$ cat src/design/shift_latch_pkg.sv
// shared types and constants for the serial-to-parallel latch
package shift_latch_pkg;
  localparam int STAGE_COUNT = 8;
  localparam int SYNC_DEPTH = 2;
  localparam int FIFO_DEPTH = 4;
  localparam logic [7:0] SHIFT_RESET = 8'h00;
  localparam logic [7:0] STORE_RESET = 8'h00;
  // pin group from the host, sampled by mclk
  typedef struct packed {
    logic shift_clock;
    logic store_clock;
    logic shift_clear_n;
    logic shift_data_in;
    logic output_enable_n;
  } pin_in_type;
endpackage

$ cat src/design/snapshot_fifo.sv
// small fifo carrying storage snapshots toward the parallel outputs
`timescale 1ns/1ps
module snapshot_fifo #(
  parameter int WIDTH = 8,
  parameter int DEPTH = 4
) (
  // clock and reset
  input wire logic mclk,
  input wire logic sys_rst,
  // write side
  input wire logic in_valid,
  output logic in_ready,
  input wire logic [WIDTH-1:0] in_data,
  // read side
  output logic out_valid,
  input wire logic out_ready,
  output logic [WIDTH-1:0] out_data
);
  localparam int AW = $clog2(DEPTH);
  typedef struct packed {
    logic [AW:0] count;
    logic [AW-1:0] wr_ptr;
    logic [AW-1:0] rd_ptr;
  } fifo_state_type;
  fifo_state_type state;
  fifo_state_type next_state;
  logic [WIDTH-1:0] mem [DEPTH];
  logic do_wr;
  logic do_rd;

  // honest flags straight from the occupancy count
  assign in_ready = (state.count != (AW+1)'(DEPTH));
  assign out_valid = (state.count != '0);
  assign out_data = mem[state.rd_ptr];
  assign do_wr = in_valid && in_ready;
  assign do_rd = out_valid && out_ready;

  // pointer and count update
  always_comb begin
    next_state = state;
    if (do_wr) begin
      next_state.wr_ptr = (state.wr_ptr == AW'(DEPTH-1)) ? '0 : state.wr_ptr + 1'b1;
    end
    if (do_rd) begin
      next_state.rd_ptr = (state.rd_ptr == AW'(DEPTH-1)) ? '0 : state.rd_ptr + 1'b1;
    end
    next_state.count = state.count + (AW+1)'(do_wr) - (AW+1)'(do_rd);
  end

  always_ff @(posedge mclk) begin
    if (sys_rst) begin
      state <= '0;
    end else begin
      state <= next_state;
    end
  end

  // storage array carries no reset
  always_ff @(posedge mclk) begin
    if (do_wr) begin
      mem[state.wr_ptr] <= in_data;
    end
  end
endmodule

$ cat src/design/serial_to_parallel_latch_8bit.sv
// serial-in shift register feeding a storage register with three-state outputs
//
// Summary of operation
// - eight-stage serial shift register, copied into a separate eight-bit storage register
// - storage register drives eight parallel outputs that can drive high, low or float
// - shift and storage registers each have their own clock input
// - clear forces all shift stages to zero, overriding any shift
// - clear input is active low; high lets shifting proceed
// - shift register advances one stage per shift clock rising edge
// - storage clock rising edge copies the eight shift bits into storage
// - last shift stage is always driven on the cascade output
// - enable high floats all parallel outputs; low drives storage contents
// - enable touches only parallel drivers, never registers or cascade output
// - first stage takes serial input, others take the preceding stage's old value
// - clocks rising together: storage gets pre-edge shift contents, then shift occurs
// - register contents have no defined power-up value until cleared or loaded; here sys_rst loads zeros into both registers
`timescale 1ns/1ps
module serial_to_parallel_latch_8bit
  import shift_latch_pkg::*;
#(
  parameter int WIDTH = STAGE_COUNT,
  parameter int DEPTH = FIFO_DEPTH
) (
  // clock and reset
  input wire logic mclk,
  input wire logic sys_rst,
  // host pins, asynchronous to mclk
  input wire logic shift_data_in,
  input wire logic shift_clock,
  input wire logic shift_clear_n,
  input wire logic store_clock,
  input wire logic output_enable_n,
  // parallel outputs, two signals per pin
  output logic [WIDTH-1:0] parallel_out,
  output logic [WIDTH-1:0] parallel_out_oe_n,
  // cascade output
  output logic cascade_out
);
  typedef struct packed {
    pin_in_type sync1;
    pin_in_type sync2;
    logic shift_clock_d;
    logic store_clock_d;
    logic [WIDTH-1:0] shift_reg;
    logic [WIDTH-1:0] store_reg;
    logic pend_valid;
    logic [WIDTH-1:0] pend_data;
    logic [WIDTH-1:0] drive_data;
    logic [WIDTH-1:0] drive_oe_n;
    logic cascade;
  } latch_state_type;

  latch_state_type state;
  latch_state_type next_state;
  pin_in_type pins;
  logic shift_rise;
  logic store_rise;
  logic fifo_in_ready;
  logic fifo_out_valid;
  logic [WIDTH-1:0] fifo_out_data;

  // pack pins so the synchroniser treats them as one group
  assign pins.shift_clock = shift_clock;
  assign pins.store_clock = store_clock;
  assign pins.shift_clear_n = shift_clear_n;
  assign pins.shift_data_in = shift_data_in;
  assign pins.output_enable_n = output_enable_n;

  // edges found only on the second synchroniser stage
  assign shift_rise = state.sync2.shift_clock && !state.shift_clock_d;
  assign store_rise = state.sync2.store_clock && !state.store_clock_d;

  // storage snapshots queue here before reaching the drivers
  snapshot_fifo #(
    .WIDTH(WIDTH),
    .DEPTH(DEPTH)
  ) u_fifo (
    .mclk(mclk),
    .sys_rst(sys_rst),
    .in_valid(state.pend_valid),
    .in_ready(fifo_in_ready),
    .in_data(state.pend_data),
    .out_valid(fifo_out_valid),
    .out_ready(1'b1),
    .out_data(fifo_out_data)
  );

  // next-state logic for the whole block
  always_comb begin
    next_state = state;
    next_state.sync1 = pins;
    next_state.sync2 = state.sync1;
    next_state.shift_clock_d = state.sync2.shift_clock;
    next_state.store_clock_d = state.sync2.store_clock;
    // storage samples the old shift contents, so a shared edge sees pre-shift data
    if (store_rise) begin
      next_state.store_reg = state.shift_reg;
    end
    // clear holds the shift stages at zero for as long as it is low
    if (!state.sync2.shift_clear_n) begin
      next_state.shift_reg = '0;
    end else if (shift_rise) begin
      next_state.shift_reg = {state.shift_reg[WIDTH-2:0], state.sync2.shift_data_in};
    end
    // hand a new snapshot to the fifo; holds if the fifo is full
    if (state.pend_valid && fifo_in_ready) begin
      next_state.pend_valid = 1'b0;
    end
    if (store_rise) begin
      next_state.pend_valid = 1'b1;
      next_state.pend_data = state.shift_reg;
    end
    if (fifo_out_valid) begin
      next_state.drive_data = fifo_out_data;
    end
    // enable only steers the drivers, no register depends on it
    next_state.drive_oe_n = {WIDTH{state.sync2.output_enable_n}};
    next_state.cascade = next_state.shift_reg[WIDTH-1];
  end

  // sys_rst stands in for the unknown power-up state, giving zeros
  always_ff @(posedge mclk) begin
    if (sys_rst) begin
      state <= '0;
      state.sync1.shift_clear_n <= 1'b1;
      state.sync2.shift_clear_n <= 1'b1;
      state.sync1.output_enable_n <= 1'b1;
      state.sync2.output_enable_n <= 1'b1;
      state.drive_oe_n <= '1;
      // named reset values stand in for the undefined power-up contents
      state.shift_reg <= WIDTH'(SHIFT_RESET);
      state.store_reg <= WIDTH'(STORE_RESET);
    end else begin
      state <= next_state;
    end
  end

  // outputs straight from flip-flops
  assign parallel_out = state.drive_data;
  assign parallel_out_oe_n = state.drive_oe_n;
  assign cascade_out = state.cascade;
endmodule

$ cat config.mk
export PLATFORM = sky130hd
export DESIGN_NAME = serial_to_parallel_latch_8bit
export DESIGN_NICKNAME = d
export VERILOG_FILES = /design/src/design/shift_latch_pkg.sv /design/src/design/snapshot_fifo.sv /design/src/design/serial_to_parallel_latch_8bit.sv
export SDC_FILE = /design/constraint.sdc
export NUM_CORES = 1
export LEC_CHECK = 0
export ABC_AREA = 0
export BUFFER_PORTS_ARGS = -buffer_cell sky130_fd_sc_hd__buf_4
export CORE_ASPECT_RATIO = 1.25
export CORE_MARGIN = 2
export CORE_UTILIZATION = 45
export DETAILED_ROUTE_END_ITERATION = 7
export GPL_ROUTABILITY_DRIVEN = 1
export HOLD_SLACK_MARGIN = 0.15
export SLEW_MARGIN = 10
export SYNTH_ARGS = -nofsm -noshare
export SYNTH_HDL_FRONTEND = slang
export SYNTH_HIERARCHICAL = 1
export SYNTH_SLANG_ARGS = --single-unit
$ cat constraint.sdc
create_clock -name mclk -period 7.4 [get_ports mclk]
set_clock_uncertainty 0.1 [all_clocks]
set_input_delay 1.11 -clock mclk [delete_from_list [all_inputs] [get_ports mclk]]
set_output_delay 1.11 -clock mclk [all_outputs]
set_load 0.02 [all_outputs]
==> out/results.txt <==
Core area: 6524 um^2
Worst-path fanout max: 8
Post-synth ARST share: 0
P_leak: 1.222 nW
Drt pass-1 iters: 4
Met3 wire length: 182 um
Starting Density: 0.4605
Fin crit share: 0.3355
VDD IR-drop max: 0.1251 mV
HP Class: flip-flop to flip-flop
Pwr Total: 0.9901 mW
Most used flip-flop cell after synthesis: dfxtp_1
# diodes: 0
Worst R2R Path Depth: 10
Syn_nets: 254
Setup Buffers After CTS: 0
Met2 WL: 2042 um
Die area: 7350 um^2
Vias in the first global route: 1498
Initial antenna violation count: 0
Seq cells post-synth: 79
Max-slew headroom: 0.6363
RePlAce Congestion: 0.6765
Resize count post-CTS: 0
Initial DRC count: 101
Largest net degree at the start of global routing: 41
Worst path slowest cell: or3b_1
Pins Over Slew Limit: 0
Cell Pwr Density: 302.4 nW/um^2
Syn Inst Count: 239
Worst-Margin Slew: 0.5449 ns
Post-Synthesis Mean Instance Area: 12.57 um^2
Via Count: 1604
Setup crit end kind: flip-flop
Reg clk slew, reported paths: 0.08 ns
Top routing layer used: met4
Final net count: 259
Data arrival, critical path: 2.65 ns
CTS tree: done
Final wirelength: 4161 um
# IOs: 24
Skew-Pair Late Insertion Delay: 0.34 ns
Post-synthesis sequential area ratio: 0.6331
First-pass GRT wire length: 6920 um
Grt ovf: 0
Area delta synth->final: 8.996%
Chip width: 77.08 um
Max_cap viols: 0
Setup-failing EPs final: 0
Worst path required time: 7.57 ns
Synth warn: 6
CTS Hold Bufs: 0
CP startpoint kind: flip-flop
Sink Count: 79
# fillers: 615
Total GRT Usage: 0.1279
F_max: 402.8 MHz
Number of port buffers: 23
Via/cell ratio: 4.774
Yosys cell types: 30
CP peak stage delay: 0.49 ns
Setup TNS: 0 ns
Worst Hold End: state[46]
Num CTS Buffers: 9
Dpl hpwl: 2784 um
Antenna Violating Nets Remaining: 0
Hold Path Depth: 1
R2R Setup Slk: 4.92 ns
Row count: 33
Final min period: 2.483 ns
Outcome: finished clean
Layout cells sized above 1: 0.2289
Post-synth EDFFs: 32
Setup ws final: 4.917 ns
Syn Std Cell Area: 3004 um^2
Buf/Inv on CP: 2
Hold slack final: 0.3109 ns
Critical-path cell list: or3b_1 > nand2_1 > ha_1 > inv_1 > ha_1 > inv_1 > fa_1 > xor2_1 > and2_2 > nor3_1
Routed len/inst: 12.38 um
R2R Path End: u_fifo/state[6]
R2R Path Start: u_fifo/state[5]
Setup CP Type: flip-flop to flip-flop
# H-tree levels: 3
Placement Setup Slack: 4.928 ns
DRC Markers: 0
Chip height: 95.35 um
Clock buffer depth: 2
Met1 Wirelength: 1845 um
CP delay by family, top: simple AND/OR/NAND/NOR gates
Final hold viol count: 0
CTS root buf: clkbuf_8
Hold_sp: next_state[46]
RSZ-0062 raised after global routing: no
synthesized netlist by cell type (all sizes together), types with 2 or more instances:
cell | count | share of area
or3 | 3 | 0.0067
edfxtp | 32 | 0.32
ha | 7 | 0.029
o21ai | 2 | 0.0033
dfxtp | 47 | 0.31
nor2b | 10 | 0.021
a21oi | 18 | 0.030
mux4 | 8 | 0.060
buf | 27 | 0.062
clkbuf | 2 | 0.0025
a211o | 2 | 0.0058
and3 | 4 | 0.010
nand2 | 34 | 0.042
nand2b | 5 | 0.010
inv | 5 | 0.0062
mux2i | 9 | 0.030
or2 | 5 | 0.010
nor2 | 11 | 0.014
metrics by stage:
| step | cell area [um^2] | util | std cells |
|---|---|---|---|
| after CTS | 3274 | 0.5019 | 336 |
| final | 3274 | 0.5019 | 336 |
| after floorplan | 3004 | - | 239 |
| after global routing | 3274 | 0.5019 | 336 |
| after global placement | 3090 | 0.4737 | 320 |
| after detailed placement | 3090 | 0.4737 | 320 |
report_power, final:
part	internal (mW)	leakage (nW)	switching (mW)	total [mW]
logic	0.0966	0.446	0.0892	0.186
registers	0.484	0.681	0.0302	0.515
clock network	0.141	0.0942	0.149	0.290
total	0.722	1.22	0.268	0.990
cell families after synthesis:
family | after synthesis | synth area share
AO/OA/AOI/OAI | 23 | 0.04165
XOR/XNOR | 1 | 0.002916
adder cells (fa/ha/maj) | 8 | 0.03582
buffers and inverters | 34 | 0.07122
flip-flops | 79 | 0.6331
multiplexers | 17 | 0.08996
other | 1 | 0.001248
AND/OR/NAND/NOR | 76 | 0.1241
per-layer routing:
metal,global-route usage,up-vias
met5,0,-
met4,0.08036,0
met3,0.04261,7
met2,0.2113,34
met1,0.1440,758
li1,-,805
layout make-up:
cell class                 count  area, um^2  area share
timing repair buffer          23       172.7     0.05273
tap                           87       108.9     0.03324
multi-input combinational    126       888.4      0.2713
inverter                       5       18.77    0.005732
clock buffer                  11       152.6     0.04662
clock inverter                 5       31.28    0.009553
sequential                    79        1902      0.5808
state kept, by name (all words and copies together) (netlist names), named ones only:
register           count
parallel_out           8
state                 21
u_fifo/mem            32
parallel_out_oe_n      1
u_fifo/state           7
next_state             8
worst max-delay path by stage:
stage,start,endpoint,slack [ns],cells past startpoint
6_report,u_fifo/state[5],u_fifo/state[6],4.92,10
5_1_grt,u_fifo/state[5],u_fifo/state[6],4.66,10
4_1_cts,u_fifo/state[5],u_fifo/state[6],4.88,10
3_5_place_dp,u_fifo/state[5],u_fifo/state[6],4.93,10
3_3_place_gp,u_fifo/state[5],u_fifo/state[6],5.00,10
2_1_floorplan,u_fifo/state[5],u_fifo/state[6],5.05,11
layout by cell type (no fill, tap or decap), drive strengths merged, types with 4 or more instances in the layout:
cell / n
a21oi: 18
and3: 4
buf: 23
clkbuf: 11
clkinv: 4
dfxtp: 47
edfxtp: 32
ha: 7
inv: 5
mux2i: 9
mux4: 8
nand2: 34
nand2b: 5
nor2: 11
nor2b: 10
or2: 5
worst register-to-register path, stage by stage (launching register included):
cell,delay (ns)
dfxtp_1,0.37
or3b_1,0.49
nand2_1,0.14
ha_1,0.23
inv_1,0.05
ha_1,0.13
inv_1,0.05
fa_1,0.38
xor2_1,0.16
and2_2,0.19
nor3_1,0.11
No activity file was read; power rests on OpenSTA's default activity.
